<file path="src/smc_defines.svh">
/*
 * Register offsets, field positions, reset values and timing figures for the
 * supply monitor control block.
 * Assumes a 50 MHz system clock and word-aligned AHB-Lite register access.
 */
`ifndef SMC_DEFINES_SVH
`define SMC_DEFINES_SVH

// Register byte offsets
`define SMC_OFF_POWER_CONTROL_REG      8'hA0
`define SMC_OFF_PMC       8'hAC
`define SMC_OFF_RSR       8'hB0
`define SMC_OFF_TA        8'hB4
`define SMC_OFF_CFG       8'hB8
`define SMC_OFF_IEN       8'hBC

// Field positions
`define SMC_POWER_CONTROL_REG_COLD     4
`define SMC_PMC_BOS       0
`define SMC_PMC_LOWPOWER_DETECT_ENABLE     2
`define SMC_PMC_BOF       3
`define SMC_PMC_BROWNOUT_RESET_ENABLE     4
`define SMC_PMC_BROWNOUT_DETECT_ENABLE     7
`define SMC_RSR_BROWNOUT_RESET_CAUSE      2
`define SMC_CFG_LVL_LO    0
`define SMC_IEN_BROWNOUT_IRQ_ENABLE      2
`define SMC_IEN_EA        7

// Reset values
`define SMC_PMC_BROWNOUT_DETECT_ENABLE_RST 1'b1
`define SMC_PMC_BROWNOUT_RESET_ENABLE_RST 1'b0
`define SMC_PMC_LP_RST    1'b0
`define SMC_CFG_LVL_RST   2'h0

// Timed-access unlock keys and window
`define SMC_TA_KEY1       8'hAA
`define SMC_TA_KEY2       8'h55
`define SMC_TA_WINDOW     4'h8

// Timing figures
`define SMC_CLK_MHZ       50
`define SMC_LP_INTERVAL_US 12800
`define SMC_BOR_HOLD_US   8000

`endif

</file>
<file path="src/smc_pkg.sv">
/*
 * Types of the supply monitor control block.
 * Assumes smc_defines.svh supplies the numeric constants.
 */
package smc_pkg;

	// Signals sent to the analog supply comparator
	typedef struct packed {
		logic       detect_en;
		logic [1:0] level_sel;
		logic       lp_osc_en;
	} smc_ana_t;

	// Timed-access unlock sequence
	typedef enum logic [1:0] {
		SMC_TA_LOCKED,
		SMC_TA_HALF,
		SMC_TA_OPEN
	} smc_ta_t;

endpackage

</file>
<file path="src/smc_supply_monitor.sv">
/*
 * Supply monitor control: cold-start flag, brown-out event, status and reset
 * cause, low-power sampled detection, timed-access protected control register,
 * all behind an AHB-Lite slave with one wait state.
 * Assumes hresetn is the power-on reset and the comparator input is
 * asynchronous to hclk.
 */
// Chosen here: the AHB-Lite interface to the registers.
`timescale 1ns/100ps
`include "smc_defines.svh"

// Behaviour
// - Power-on sets cold-start flag
// - Cold-start flag cleared only by software; event flag also cleared by disabling detection
// - Two-bit field selects one of four levels
// - Drop below level resets or interrupts
// - Reset disabled: drop sets event flag
// - No re-set while supply stays low
// - Recovery above level also sets flag
// - Status bit shows present comparator state
// - Reset enabled: drop resets, sets cause
// - Cause survives non-power-on resets, software clears
// - Low-power mode samples once per interval
// - Normal mode evaluates comparator continuously
// - Low-power bit needs detection enabled
// - Disabled detection holds status, flag zero
// - Interrupt needs both enable bits set
module smc_supply_monitor #(
	parameter int LP_CYCLES  = `SMC_LP_INTERVAL_US * `SMC_CLK_MHZ,
	parameter int BOR_CYCLES = `SMC_BOR_HOLD_US * `SMC_CLK_MHZ
) (
	// Clock and power-on reset
	input  wire logic              hclk,
	input  wire logic              hresetn,
	// AHB-Lite slave
	input  wire logic              hsel,
	input  wire logic [7:0]        haddr,
	input  wire logic [1:0]        htrans,
	input  wire logic              hwrite,
	input  wire logic [2:0]        hsize,
	input  wire logic [31:0]       hwdata,
	input  wire logic              hready,
	output logic                   hreadyout,
	output logic                   hresp,
	output logic [31:0]            hrdata,
	// Analog comparator
	input  wire logic              cmp_below,
	output smc_pkg::smc_ana_t      ana_ctrl,
	// Processor interrupt and reset
	output logic                   brownout_irq,
	output logic                   brownout_reset_req
);
	import smc_pkg::*;

	localparam int CW = 20;

	logic              hreadyout_r;
	logic [31:0]       hrdata_r;
	logic              pend_r;
	logic              pend_wr_r;
	logic [7:0]        pend_addr_r;
	logic              cmp_s1_r;
	logic              cmp_s2_r;
	logic              sample_r;
	logic              level_r;
	logic              level_d_r;
	logic [CW-1:0]     lp_cnt_r;
	logic              lp_tick;
	logic              lp_eff;
	logic              cold_start_flag_r;
	logic              brownout_detect_enable_r;
	logic              brownout_reset_enable_r;
	logic              lowpower_detect_enable_r;
	logic              brownout_event_flag_r;
	logic              brownout_reset_cause_r;
	logic [1:0]        brownout_level_sel_r;
	logic              brownout_irq_enable_r;
	logic              global_irq_enable_r;
	smc_ta_t           ta_state_r;
	logic [3:0]        ta_cnt_r;
	logic              irq_r;
	logic              bor_req_r;
	logic [CW-1:0]     bor_cnt_r;
	smc_ana_t          ana_r;
	logic              wr_now;
	logic [7:0]        wbyte;
	logic              drop_ev;
	logic              edge_ev;

	// Write of a given register in the current data phase
	function automatic logic is_wr(input logic [7:0] off);
		return pend_r && pend_wr_r && (pend_addr_r == off);
	endfunction

	assign wr_now  = pend_r && pend_wr_r;
	assign wbyte   = hwdata[7:0];
	assign lp_eff  = brownout_detect_enable_r && lowpower_detect_enable_r;
	assign lp_tick = (lp_cnt_r == CW'(LP_CYCLES - 1));
	assign edge_ev = level_r ^ level_d_r;
	assign drop_ev = level_r && !level_d_r;

	// Bus slave: capture address phase, answer after one wait state
	always_ff @(posedge hclk or negedge hresetn) begin
		if (!hresetn) begin
			pend_r      <= 1'b0;
			pend_wr_r   <= 1'b0;
			pend_addr_r <= 8'h00;
			hreadyout_r <= 1'b1;
		end else if (!pend_r && hsel && hready && htrans[1]) begin
			pend_r      <= 1'b1;
			pend_wr_r   <= hwrite;
			pend_addr_r <= {haddr[7:2], 2'b00};
			hreadyout_r <= 1'b0;
		end else begin
			pend_r      <= 1'b0;
			hreadyout_r <= 1'b1;
		end
	end

	// Read data, loaded in the wait cycle; unmapped offsets read zero
	always_ff @(posedge hclk or negedge hresetn) begin
		if (!hresetn) begin
			hrdata_r <= 32'h0000_0000;
		end else if (pend_r && !pend_wr_r) begin
			case (pend_addr_r)
				`SMC_OFF_POWER_CONTROL_REG: hrdata_r <= {27'h0, cold_start_flag_r, 4'h0};
				`SMC_OFF_PMC:  hrdata_r <= {24'h0, brownout_detect_enable_r, 2'b00, brownout_reset_enable_r,
					brownout_event_flag_r, lowpower_detect_enable_r, 1'b0, level_r};
				`SMC_OFF_RSR:  hrdata_r <= {29'h0, brownout_reset_cause_r, 2'b00};
				`SMC_OFF_TA:   hrdata_r <= {31'h0, ta_state_r == SMC_TA_OPEN};
				`SMC_OFF_CFG:  hrdata_r <= {30'h0, brownout_level_sel_r};
				`SMC_OFF_IEN:  hrdata_r <= {24'h0, global_irq_enable_r, 4'h0, brownout_irq_enable_r, 2'b00};
				default:       hrdata_r <= 32'h0000_0000;
			endcase
		end
	end

	// Timed-access unlock: two keys, then a short window for one write
	always_ff @(posedge hclk or negedge hresetn) begin
		if (!hresetn) begin
			ta_state_r <= SMC_TA_LOCKED;
			ta_cnt_r   <= 4'h0;
		end else begin
			case (ta_state_r)
				SMC_TA_LOCKED: begin
					if (is_wr(`SMC_OFF_TA) && wbyte == `SMC_TA_KEY1)
						ta_state_r <= SMC_TA_HALF;
				end
				SMC_TA_HALF: begin
					if (is_wr(`SMC_OFF_TA) && wbyte == `SMC_TA_KEY2) begin
						ta_state_r <= SMC_TA_OPEN;
						ta_cnt_r   <= `SMC_TA_WINDOW;
					end else if (wr_now) begin
						ta_state_r <= SMC_TA_LOCKED;
					end
				end
				SMC_TA_OPEN: begin
					ta_cnt_r <= ta_cnt_r - 4'h1;
					if (is_wr(`SMC_OFF_PMC) || ta_cnt_r == 4'h1)
						ta_state_r <= SMC_TA_LOCKED;
				end
				default: ta_state_r <= SMC_TA_LOCKED;
			endcase
		end
	end

	// Protected control bits
	always_ff @(posedge hclk or negedge hresetn) begin
		if (!hresetn) begin
			brownout_detect_enable_r <= `SMC_PMC_BROWNOUT_DETECT_ENABLE_RST;
			brownout_reset_enable_r  <= `SMC_PMC_BROWNOUT_RESET_ENABLE_RST;
			lowpower_detect_enable_r <= `SMC_PMC_LP_RST;
		end else if (is_wr(`SMC_OFF_PMC) && ta_state_r == SMC_TA_OPEN) begin
			brownout_detect_enable_r <= wbyte[`SMC_PMC_BROWNOUT_DETECT_ENABLE];
			brownout_reset_enable_r  <= wbyte[`SMC_PMC_BROWNOUT_RESET_ENABLE];
			lowpower_detect_enable_r <= wbyte[`SMC_PMC_LOWPOWER_DETECT_ENABLE];
		end
	end

	// Level select and interrupt enables
	always_ff @(posedge hclk or negedge hresetn) begin
		if (!hresetn) begin
			brownout_level_sel_r  <= `SMC_CFG_LVL_RST;
			brownout_irq_enable_r <= 1'b0;
			global_irq_enable_r   <= 1'b0;
		end else begin
			if (is_wr(`SMC_OFF_CFG))
				brownout_level_sel_r <= wbyte[`SMC_CFG_LVL_LO +: 2];
			if (is_wr(`SMC_OFF_IEN)) begin
				brownout_irq_enable_r <= wbyte[`SMC_IEN_BROWNOUT_IRQ_ENABLE];
				global_irq_enable_r   <= wbyte[`SMC_IEN_EA];
			end
		end
	end

	// Comparator synchroniser
	always_ff @(posedge hclk or negedge hresetn) begin
		if (!hresetn) begin
			cmp_s1_r <= 1'b0;
			cmp_s2_r <= 1'b0;
		end else begin
			cmp_s1_r <= cmp_below;
			cmp_s2_r <= cmp_s1_r;
		end
	end

	// Low-power interval counter
	always_ff @(posedge hclk or negedge hresetn) begin
		if (!hresetn)
			lp_cnt_r <= '0;
		else if (!lp_eff || lp_tick)
			lp_cnt_r <= '0;
		else
			lp_cnt_r <= lp_cnt_r + CW'(1);
	end

	// Sampling: continuous in normal mode, once per interval in low power
	always_ff @(posedge hclk or negedge hresetn) begin
		if (!hresetn)
			sample_r <= 1'b0;
		else if (!lp_eff)
			sample_r <= cmp_s2_r;
		else if (lp_tick)
			sample_r <= cmp_s2_r;
	end

	// Effective below-level state, forced low while detection is off
	always_ff @(posedge hclk or negedge hresetn) begin
		if (!hresetn) begin
			level_r   <= 1'b0;
			level_d_r <= 1'b0;
		end else begin
			level_r   <= brownout_detect_enable_r && sample_r;
			level_d_r <= level_r;
		end
	end

	// Event flag: set on drop and on recovery, set wins over software clear
	always_ff @(posedge hclk or negedge hresetn) begin
		if (!hresetn)
			brownout_event_flag_r <= 1'b0;
		else if (!brownout_detect_enable_r)
			brownout_event_flag_r <= 1'b0;
		else if (edge_ev)
			brownout_event_flag_r <= 1'b1;
		else if (is_wr(`SMC_OFF_PMC) && !wbyte[`SMC_PMC_BOF])
			brownout_event_flag_r <= 1'b0;
	end

	// Cold-start flag: set by power-on reset, cleared by software only
	always_ff @(posedge hclk or negedge hresetn) begin
		if (!hresetn)
			cold_start_flag_r <= 1'b1;
		else if (is_wr(`SMC_OFF_POWER_CONTROL_REG) && !wbyte[`SMC_POWER_CONTROL_REG_COLD])
			cold_start_flag_r <= 1'b0;
	end

	// Reset cause: only power-on clears it in hardware
	always_ff @(posedge hclk or negedge hresetn) begin
		if (!hresetn)
			brownout_reset_cause_r <= 1'b0;
		else if (drop_ev && brownout_reset_enable_r)
			brownout_reset_cause_r <= 1'b1;
		else if (is_wr(`SMC_OFF_RSR) && !wbyte[`SMC_RSR_BROWNOUT_RESET_CAUSE])
			brownout_reset_cause_r <= 1'b0;
	end

	// Brown-out reset request, held for the reset time
	always_ff @(posedge hclk or negedge hresetn) begin
		if (!hresetn) begin
			bor_req_r <= 1'b0;
			bor_cnt_r <= '0;
		end else if (drop_ev && brownout_reset_enable_r) begin
			bor_req_r <= 1'b1;
			bor_cnt_r <= CW'(BOR_CYCLES - 1);
		end else if (bor_cnt_r != '0) begin
			bor_cnt_r <= bor_cnt_r - CW'(1);
		end else begin
			bor_req_r <= 1'b0;
		end
	end

	// Interrupt request gated by both enables
	always_ff @(posedge hclk or negedge hresetn) begin
		if (!hresetn)
			irq_r <= 1'b0;
		else
			irq_r <= brownout_event_flag_r && !brownout_reset_enable_r
				&& brownout_irq_enable_r && global_irq_enable_r;
	end

	// Comparator controls
	always_ff @(posedge hclk or negedge hresetn) begin
		if (!hresetn) begin
			ana_r <= '0;
		end else begin
			ana_r.detect_en <= brownout_detect_enable_r;
			ana_r.level_sel <= brownout_level_sel_r;
			ana_r.lp_osc_en <= lp_eff;
		end
	end

	// Outputs straight from flops, hresp tied low
	assign hreadyout          = hreadyout_r;
	assign hresp              = 1'b0;
	assign hrdata             = hrdata_r;
	assign ana_ctrl           = ana_r;
	assign brownout_irq       = irq_r;
	assign brownout_reset_req = bor_req_r;
endmodule // smc_supply_monitor

</file>
<file path="config.mk">
export PLATFORM = sky130hd
export DESIGN_NAME = smc_supply_monitor
export DESIGN_NICKNAME = d
export VERILOG_FILES = /design/src/smc_pkg.sv /design/src/smc_supply_monitor.sv
export VERILOG_INCLUDE_DIRS = /design/src
export SDC_FILE = /design/constraint.sdc
export NUM_CORES = 1
export LEC_CHECK = 0
export BUFFER_PORTS_ARGS = -buffer_cell sky130_fd_sc_hd__buf_2
export CAP_MARGIN = 25
export CORE_MARGIN = 10
export CORE_UTILIZATION = 49
export DETAILED_ROUTE_END_ITERATION = 6
export MAX_ROUTING_LAYER = met4
export PLACE_DENSITY_LB_ADDON = 0.2
export SYNTH_ARGS = -nofsm -noshare
export SYNTH_HDL_FRONTEND = slang
export SYNTH_SLANG_ARGS = --single-unit
export TNS_END_PERCENT = 100
</file>
<file path="constraint.sdc">
create_clock -name hclk -period 2.1 [get_ports hclk]
set_input_delay 0.42 -clock hclk [delete_from_list [all_inputs] [get_ports hclk]]
set_output_delay 0.42 -clock hclk [all_outputs]
set_load 0.02 [all_outputs]
</file>
==> out/results.ini, run 1 <==
[run_status]
status=finished clean

[floorplanning]
start_util=0.503
io_pins=91
row_count=33
die_area_sq_um=12500
coreArea_sq_um=8220
dieWidth_microns=112
fp.dieH_microns=112

[logic_synthesis]
synth.distinct_cells=55
synth_top_family_by_area=simple AND/OR/NAND/NOR gates
ys_ff_latch=82
synth_compound_area_frac=0.104
synth-simple-area-share=0.233
synth-xor-area-share=0.0297
synthAdderAreaFrac=0.0182
ys_top_cells_by_area=dfrtp_1 48%, buf_4 4.9%, nand2_1 4.3%, nor2_1 2.4%, o31ai_1 2.4%
yosysMostFrequentCell=dfrtp_1
ys_async_sr_fraction=1.00
postSynthCellCount=411
synth_area_leader_cell=dfrtp_1
synth_enable_flop_cells=0
netlist_top_cells_count=79 x dfrtp_1, 47 x nand2_1, 27 x buf_4, 26 x nor2_1, 19 x o21ai_0
ys_seq_area_frac=0.497
avgSynthCellArea_sq_um=10.1
synthMuxAreaShare=0.0436
syn_area_sq_um=4130
synth_flop_cell=dfrtp_1
ys_warn_count=0
synth_top_area_share=0.478

[clock_network]
cts_max_path_buffers=2
cts_tree=built
cts_buffers=9
clk_pin_slew_ns=0.09
cts.hold.buffers_added=0
cts_max_level=3
clock-root-buffer=clkbuf_8
insertion_delay_ns=0.35
clkSinkCount=82

[layout]
area_delta_synth_final_pct=12.4
final_cells=567
finalNetCount=514
num_antenna_cells=0
layout-drive-gt1-share=0.184
stdcell_area_sq_um=4650
nFillCells=728

[timing]
fmax_mhz=512
tns_ns=0
worst_slew_pin_slew_ns=0.544
holdWs_ns=0.0320
setup_violations=0
skew_ns=0.00927
finalHoldViolations=0
fin_crit_ns=1.95
rsz0062_at_grt=false
max-slew-margin-rel=0.637
slew_violations=0
fin_crit_sh=0.931

[global_route]
grt_pass1_vias=3200
grt.overflow.total=0
antenna_found_initial=0
grt_usage=0.144
grt_max_degree=42
grt_pass1_wl_mm=15.2

[detailed_routing]
via_per_inst=5.48
ant_nets=0
firstDrtPassIters=4
drt_iter0_drc=144
routed_wl_mm=8.78
vias=3108
wl_per_cell_microns=15.5
drc_errors=0

[place]
dp.cells=551
port_buffers=33
finalWeightedCongestion=0.835
dpl_cell_area_sq_um=4400
hpwlAfterDp_mm=6.29

[worst_setup_path]
startpoint_type=register
worst-path-max-fanout=8
r2r_setup_slack_ns=0.15
crit_required_ns=2.38
r2r_start=bor_cnt_r[6]
arrival_ns=2.23
rr_worst_depth=4
crit_type=register to register
reg2reg_to=bor_cnt_r[18]
endpoint_kind=register

[hold_path]
min_path_type=input pin to asynchronous set/reset pin

[pwr]
p_leak_nw=2.02
vdd_drop_max_mv=0.483
power_density_nw_per_um2=769

[flow_run]
max_cap_violations=0

## repair_timing
action,CTS,global route
setup buffers,0,0
resized for setup,0,4
setup endpoints to repair,0,6
## cell usage in the layout (no fill, tap or decap), drive strengths merged, types with 4 or more instances in the layout
| master | n |
|---|---|
| nand4 | 9 |
| conb | 27 |
| and4 | 6 |
| o41ai | 5 |
| a21oi | 15 |
| nand2b | 4 |
| nand3 | 13 |
| mux2i | 9 |
| o21ai | 19 |
| inv | 14 |
| buf | 51 |
| xor2 | 9 |
| xnor2 | 5 |
| ha | 6 |
| nand2 | 47 |
| dfrtp | 79 |
| or4 | 11 |
| o31ai | 13 |
| mux2 | 8 |
| clkbuf | 9 |
| or3 | 7 |
| nor4 | 9 |
| and2 | 9 |
| nor3 | 7 |
| nor2 | 26 |
## kinds of logic (layout without fill, tap and decap cells)
group / Yosys count / after routing
adder cells (fa/ha/maj): 6 / 6
other: 1 / 27
AO/OA/AOI/OAI: 66 / 66
flip-flops: 82 / 82
XOR/XNOR: 14 / 14
buffers and inverters: 53 / 78
AND/OR/NAND/NOR: 172 / 172
multiplexers: 17 / 17
## where the power goes
group | switching, mW | internal (mW) | total [mW] | leakage [nW]
clock | 0.622 | 0.693 | 1.31 | 0.117
combinational | 0.266 | 0.195 | 0.461 | 0.886
sequential | 0.119 | 1.68 | 1.80 | 1.02
total | 1.01 | 2.57 | 3.58 | 2.02
## stage by stage
stage,util,total power [mW],worst slack [ns]
after global placement,0.536,2.27,0.125
final,0.566,3.58,0.145
after global routing,0.566,3.75,0.0177
after detailed placement,0.536,2.29,0.0722
after floorplan,-,2.13,0.131
after CTS,0.564,3.61,0.0535
## final cells by class
cell class / instances / area [sq um] / area share
Clock inverter: 7 / 106 / 0.0229
Tap cell: 105 / 131 / 0.0283
Multi-Input combinational cell: 302 / 1890 / 0.406
Timing Repair Buffer: 51 / 303 / 0.0652
Inverter: 11 / 41.3 / 0.00889
Clock buffer: 9 / 124 / 0.0267
Sequential cell: 82 / 2060 / 0.442
## worst max-delay path: stages, from the launching register on
cell and delay [ns]:
dfrtp_1 0.42, or4_1 0.59, or2_4 0.32, or4_1 0.47, nand3_1 0.09
## worst max-delay path by stage
stage,to,cells past startpoint,start
after global placement,bor_cnt_r[18],4,bor_cnt_r[6]
final,bor_cnt_r[18],4,bor_cnt_r[6]
after floorplan,bor_cnt_r[18],7,bor_cnt_r[0]
after detailed placement,bor_cnt_r[18],4,bor_cnt_r[6]
after global routing,bor_cnt_r[2],5,bor_cnt_r[14]
after CTS,bor_cnt_r[18],4,bor_cnt_r[6]
## state kept, by name, indices dropped and copies added (netlist names), 2 cells and up
name / cells
brownout_level_sel_r: 2
lp_cnt_r: 20
ta_cnt_r: 4
hrdata: 6
pend_addr_r: 6
ana_ctrl: 4
ta_state_r: 2
bor_cnt_r: 20
## per-layer routing
metal,track usage,vias up,share of wire
met3,0.0386,10,0.046
met2,0.231,62,0.48
li1,-,1527,-
met4,0.0334,0,0.0082
met1,0.179,1509,0.46
met5,-,-,0
No activity file was read; power rests on OpenSTA's default activity.
==> run 2: changes to the inputs <==
--- a/config.mk
+++ b/config.mk
@@ -6,11 +6,11 @@
 export SDC_FILE = /design/constraint.sdc
 export NUM_CORES = 1
 export LEC_CHECK = 0
-export BUFFER_PORTS_ARGS = -buffer_cell sky130_fd_sc_hd__buf_2
 export CAP_MARGIN = 25
 export CORE_MARGIN = 10
-export CORE_UTILIZATION = 49
+export CORE_UTILIZATION = 57
 export DETAILED_ROUTE_END_ITERATION = 6
+export DONT_BUFFER_PORTS = 1
 export MAX_ROUTING_LAYER = met4
 export PLACE_DENSITY_LB_ADDON = 0.2
 export SYNTH_ARGS = -nofsm -noshare
==> constraint.sdc (replaced) <==
create_clock -name hclk -period 2.1 [get_ports hclk]
set_input_delay 0.105 -clock hclk [delete_from_list [all_inputs] [get_ports hclk]]
set_output_delay 0.105 -clock hclk [all_outputs]
set_load 0.02 [all_outputs]
==> run 2 against run 1 <==
Final cell count shrank 5.8%. Die area shrank 12%. Clock skew shrank 0.0046 ns. Global-route usage grew 1.8 points. Sequential share of layout area grew 0.70 points. Fmax shrank 3.8%. Sequential power is essentially flat. Critical endpoint unchanged. Clock power shrank 4%. Critical path type unchanged. Highest routed layer unchanged.
==> out/results.ini, run 2 (synthesis results as in run 1) <==
[floorplanning]
coreArea_sq_um=6910  ; was 8220 sq um
fp.dieH_microns=105  ; was 112 microns
io_pins=91  ; unchanged
dieWidth_microns=105  ; was 112 microns
start_util=0.598  ; was 0.503
row_count=30  ; was 33
die_area_sq_um=11100  ; was 12500 sq um

[worst_setup_path]
worstPathCellList=inv_1 -> ha_1 -> or3b_1 -> or2_1 -> or4_1 -> nand3_1  ; was or4_1 -> or2_4 -> or4_1 -> nand3_1
slowest_stage=or4_1  ; unchanged
arrival_ns=2.31  ; was 2.23 ns
path_delay_family=simple AND/OR/NAND/NOR gates  ; unchanged
crit_type=register to register  ; unchanged
worst-path-max-fanout=8  ; unchanged
endpoint_kind=register  ; unchanged
startpoint_type=register  ; unchanged
r2r_start=bor_cnt_r[1]  ; was bor_cnt_r[6]
cp_num_buf_inv=1  ; was 0
crit_required_ns=2.38  ; about the same
crit_path_start=bor_cnt_r[1]  ; was bor_cnt_r[6]
max_stage_delay_ns=0.51  ; was 0.59 ns

[layout]
nFillCells=546  ; was 728
final_cell_mix=79 x dfrtp_1, 47 x nand2_1, 27 x conb_1  ; was 79 x dfrtp_1, 47 x nand2_1, 32 x buf_2
final_core_util=0.662  ; was 0.566
stdcell_area_sq_um=4570  ; was 4650 sq um
area_delta_synth_final_pct=10.7  ; was 12.4%
reg_top3=bor_cnt_r: 20 flops, lp_cnt_r: 20 flops  ; unchanged
layout-drive-gt1-share=0.0982  ; was 0.184
finalNetCount=490  ; was 514
num_antenna_cells=0  ; unchanged
layout_commonest_cell=dfrtp_1  ; unchanged

[clock_network]
cts_max_path_buffers=2  ; unchanged
clk_pin_slew_ns=0.08  ; was 0.09 ns
clock-root-buffer=clkbuf_8  ; unchanged
cts_tree=built  ; unchanged
cts_max_level=3  ; unchanged
cts_buffers=9  ; unchanged
insertion_delay_ns=0.35  ; about the same
clkSinkCount=82  ; unchanged

[pwr]
p_total_mw=3.50  ; was 3.58 mW
p_leak_nw=1.91  ; was 2.02 nW
p_sw_mw=0.940  ; was 1.01 mW
seqPwrFrac=0.520  ; was 0.503
intPower_mw=2.56  ; was 2.57 mW
combPwrFrac=0.118  ; was 0.129
vdd_drop_max_mv=0.538  ; was 0.483 mV
clkPwrFrac=0.362  ; was 0.368
power_density_nw_per_um2=764  ; was 769 nW/um^2
switching_share=0.269  ; was 0.282

[global_route]
grt_pass1_vias=3039  ; was 3200
grt_pass1_wl_mm=14.8  ; was 15.2 mm
grt_max_degree=83  ; was 42
grt_usage=0.163  ; was 0.144
antenna_found_initial=0  ; unchanged
grt.overflow.total=0  ; unchanged

[timing]
fin_crit_sh=0.967  ; was 0.931
fmax_mhz=492  ; was 512 MHz
max-slew-margin-rel=0.656  ; was 0.637
slew_violations=0  ; unchanged
holdWs_ns=0.0389  ; was 0.0320 ns
fin_crit_ns=2.03  ; was 1.95 ns
worst_slew_pin_slew_ns=0.514  ; was 0.544 ns
finalHoldViolations=0  ; unchanged
skew_ns=0.00469  ; was 0.00927 ns
setup_violations=0  ; unchanged
tns_ns=0  ; unchanged

[place]
finalWeightedCongestion=0.871  ; was 0.835
hpwlAfterDp_mm=5.84  ; was 6.29 mm
dpl_cell_area_sq_um=4180  ; was 4400 sq um
port_buffers=0  ; was 33

[detailed_routing]
routed_wl_mm=8.59  ; was 8.78 mm
wl_per_cell_microns=16.1  ; was 15.5 microns
via_per_inst=5.78  ; was 5.48
firstDrtPassIters=4  ; unchanged
ant_nets=0  ; unchanged
drc_errors=0  ; unchanged
vias=3088  ; was 3108
drt_iter0_drc=270  ; was 144

[hold_path]
min_from=hwdata[0]
min_path_type=input pin to register  ; was input pin to asynchronous set/reset pin

[run_status]
status=finished clean  ; unchanged

[flow_run]
max_cap_violations=0  ; unchanged

## run 2: cell types whose count changed in the layout (fill, tap and decap cells not counted), moves of 2 or more
| cell | previous run | this run |
|---|---|---|
| clkinv_2 | 0 | 2 |
| dlygate4sd3_1 | 0 | 14 |
| buf_2 | 32 | 0 |
| inv_6 | 3 | 0 |
| buf_4 | 19 | 12 |
## run 2: layout make-up
| class | instances | area (sq um) | area share |
|---|---|---|---|
| sequential | 82 | 2060 | 0.449 |
| multi-input combinational | 302 | 1880 | 0.411 |
| timing repair buffer | 27 | 258 | 0.0563 |
| clock buffer | 11 | 141 | 0.0309 |
| tap | 96 | 120 | 0.0263 |
| clock inverter | 5 | 77.6 | 0.0170 |
| inverter | 11 | 41.3 | 0.00903 |
## run 2: final timing paths
check / to / slack [ns] / cells after the start
setup / recovery: bor_cnt_r[18] / 0.07 / 6
setup reg to reg: bor_cnt_r[18] / 0.07 / 6
hold / removal: ta_state_r[0] / 0.04 / 4
max in group asynchronous: hreadyout / 1.43 / 2
hold reg to reg: cmp_s2_r / 0.37 / 0
min in group asynchronous: bor_cnt_r[18] / 0.30 / 2
## run 2: power groups by stage
stage	combinational [mW]	sequential, mW	clock (mW)
floorplan	0.332	1.80	0
global placement	0.339	1.84	0
detailed placement	0.349	1.85	0
CTS	0.412	1.81	1.29
global route	0.472	1.84	1.36
finish	0.414	1.82	1.26
## run 2: layer usage
layer / up-vias / GRT usage / part of all wire
li1: 1473 / - / -
met1: 1512 / 0.200 / 0.44
met4: 0 / 0.0471 / 0.0071
met3: 9 / 0.0498 / 0.067
met5: - / - / 0
met2: 94 / 0.253 / 0.48
## run 2: per-stage QoR
stage,setup WS [ns],instances
after CTS,0.0465,534
after global routing,-0.0250,534
after detailed placement,0.0553,503
after global placement,0.100,503
final,0.0685,534
after floorplan,0.131,437
## run 2: repair_timing
action | CTS | global route
hold buffers | 15 | 0
resized for setup | 0 | 2
setup buffers | 0 | 0
hold endpoints to repair | 100 | 0
endpoints found under the setup margin | 0 | 7
## run 2: worst reg2reg max path, cell delays in order, from the launching register on
cell and delay (ns):
dfrtp_1 0.41, inv_1 0.09, ha_1 0.15, or3b_1 0.37, or2_1 0.32, or4_1 0.51
nand3_1 0.10
==> run 3: changes to the inputs <==
==> constraint.sdc (replaced) <==
create_clock -name hclk -period 1.85 [get_ports hclk]
set_input_delay 0.0925 -clock hclk [delete_from_list [all_inputs] [get_ports hclk]]
set_output_delay 0.0925 -clock hclk [all_outputs]
set_load 0.02 [all_outputs]
==> run 3 against run 2 <==
Fmax is 8.4% higher. Final area is 2.4% higher. The run now ends with hold timing, setup timing left. Largest cell class unchanged. Via count is 0.68% higher.
==> out/results.ini, run 3 (synthesis results as in run 1) <==
[run_status]
status=complete, but fails checks  ; was finished clean
violations=hold timing, setup timing

[worst_setup_path]
endpoint_kind=register  ; unchanged
worstPathCellList=inv_2 -> ha_4 -> or3b_4 -> or2_4 -> or4_1 -> a21oi_1  ; was inv_1 -> ha_1 -> or3b_1 -> or2_1 -> or4_1 -> nand3_1
arrival_ns=2.16  ; was 2.31 ns
worst-path-max-fanout=7  ; was 8
slowest_stage=dfrtp_1  ; was or4_1
crit_required_ns=2.13  ; was 2.38 ns
crit_type=register to register  ; unchanged
rr_worst_depth=6  ; unchanged
max_stage_delay_ns=0.40  ; was 0.51 ns
startpoint_type=register  ; unchanged

[detailed_routing]
vias=3109  ; was 3088
wl_per_cell_microns=16.4  ; was 16.1 microns
drc_errors=0  ; unchanged
routed_wl_mm=8.95  ; was 8.59 mm
firstDrtPassIters=4  ; unchanged
via_per_inst=5.68  ; was 5.78
ant_nets=0  ; unchanged
drt_iter0_drc=109  ; was 270

[place]
dpl_cell_area_sq_um=4260  ; was 4180 sq um
finalWeightedCongestion=0.842  ; was 0.871
dp.cells=514  ; was 503
hpwlAfterDp_mm=5.96  ; was 5.84 mm
port_buffers=0  ; unchanged

[flow_run]
max_cap_violations=0  ; unchanged

[layout]
layout-drive-gt1-share=0.164  ; was 0.0982
finalNetCount=503  ; was 490
num_antenna_cells=0  ; unchanged
reg_top3=bor_cnt_r: 20 flops, lp_cnt_r: 20 flops  ; unchanged
final_core_util=0.678  ; was 0.662
layout_commonest_cell=dfrtp_1  ; unchanged
final_cell_mix=79 x dfrtp_1, 47 x nand2_1, 27 x conb_1  ; unchanged
final_cells=547  ; was 534
nFillCells=556  ; was 546
area_delta_synth_final_pct=13.4  ; was 10.7%
stdcell_area_sq_um=4690  ; was 4570 sq um

[global_route]
met3_usage=0.0541  ; was 0.0498
grt_pass1_vias=3221  ; was 3039
grt.overflow.total=0  ; unchanged
grt_usage=0.170  ; was 0.163
busiest_layer=met2  ; unchanged
use_met1=0.207  ; was 0.200
antenna_found_initial=0  ; unchanged
grt_max_degree=83  ; unchanged
grt_pass1_wl_mm=15.3  ; was 14.8 mm
grt_use_met2=0.260  ; was 0.253

[timing]
fin_crit_sh=1.01  ; was 0.967
max-slew-margin-rel=0.630  ; was 0.656
tns_ns=-0.0363  ; was 0 ns
setup_violations=4  ; was 0
slew_violations=0  ; unchanged
rsz0062_at_grt=true
worst_slew_pin_slew_ns=0.553  ; was 0.514 ns
skew_ns=0.0113  ; was 0.00469 ns
finalHoldViolations=82  ; was 0
worst_slack_ns=-0.0240  ; was 0.0685 ns
fin_crit_ns=1.87  ; was 2.03 ns
fmax_mhz=534  ; was 492 MHz
holdWs_ns=-0.580  ; was 0.0389 ns

[floorplanning]
io_pins=91  ; unchanged
fp.dieH_microns=105  ; unchanged
dieWidth_microns=105  ; unchanged
coreArea_sq_um=6910  ; unchanged
start_util=0.598  ; unchanged
row_count=30  ; unchanged
die_area_sq_um=11100  ; unchanged

[pwr]
p_total_mw=3.79  ; was 3.50 mW
p_leak_nw=1.94  ; was 1.91 nW
vdd_drop_max_mv=0.529  ; was 0.538 mV
power_density_nw_per_um2=810  ; was 764 nW/um^2

[clock_network]
cts_tree=built  ; unchanged
cts_buffers=9  ; unchanged
cts.hold.buffers_added=15  ; unchanged
cts_max_path_buffers=2  ; unchanged
clk_pin_slew_ns=0.09  ; was 0.08 ns
clock-root-buffer=clkbuf_8  ; unchanged
insertion_delay_ns=0.36  ; was 0.35 ns
clkSinkCount=82  ; unchanged
cts_max_level=3  ; unchanged

[hold_path]
min_path_type=input pin to asynchronous set/reset pin  ; was input pin to register

[run 3: power by group]
group	internal (mW)	switching, mW
Clock	0.493	0.696
Sequential	1.91	0.144
Combinational	0.252	0.301
Total	2.65	1.14
[run 3: metrics by stage]
stage,hold slack (ns),worst slack (ns)
5_1_grt,-0.609,-0.0914
3_3_place_gp,-0.200,-0.0805
2_1_floorplan,-0.203,-0.0811
3_5_place_dp,-0.199,-0.120
6_report,-0.580,-0.0240
4_1_cts,-0.594,-0.0302
[run 3: area by class of cell]
cell class	count	area [sq um]	share of cell area
inverters	11	41.3	0.00881
well taps	96	120	0.0256
flip-flops and latches	82	2060	0.439
clock inverters	7	52.6	0.0112
clock buffers	9	124	0.0264
multi-input cells	302	1950	0.416
repair buffers	40	342	0.0729
[run 3: routing by layer]
metal  vias to the layer above  part of all wire
met2                        81              0.48
met4                         0             0.017
met5                         -                 0
li1                       1499                 -
met1                      1514              0.44
met3                        15             0.062
[run 3: path summary, 6_finish.rpt]
kind	endpoint	slack (ns)	startpoint
worst max register to register	bor_cnt_r[16]	-0.02	bor_cnt_r[0]
worst min-delay path	ana_ctrl[0]	-0.58	hresetn
min in group hclk	hreadyout	0.05	htrans[1]
max in group asynchronous	hreadyout	2.20	hresetn
worst min register to register	cmp_s2_r	0.36	cmp_s1_r
worst max-delay path	bor_cnt_r[16]	-0.02	bor_cnt_r[0]
[run 3: critical path, delay by kind of cell (launching register included)]
family / cells / cell delay [ns]
simple gates: 3 / 1.04
flops: 1 / 0.40
fa+ha+maj: 1 / 0.14
compound gates: 1 / 0.13
buf+inv: 1 / 0.10
[run 3: what timing repair did]
item	4_1_cts	5_1_grt
pin swaps	5	4
setup buffers	1	1
cloned	0	0
endpoints found under the setup margin	6	31
endpoints found under the hold margin	101	82
gates resized for setup	9	13
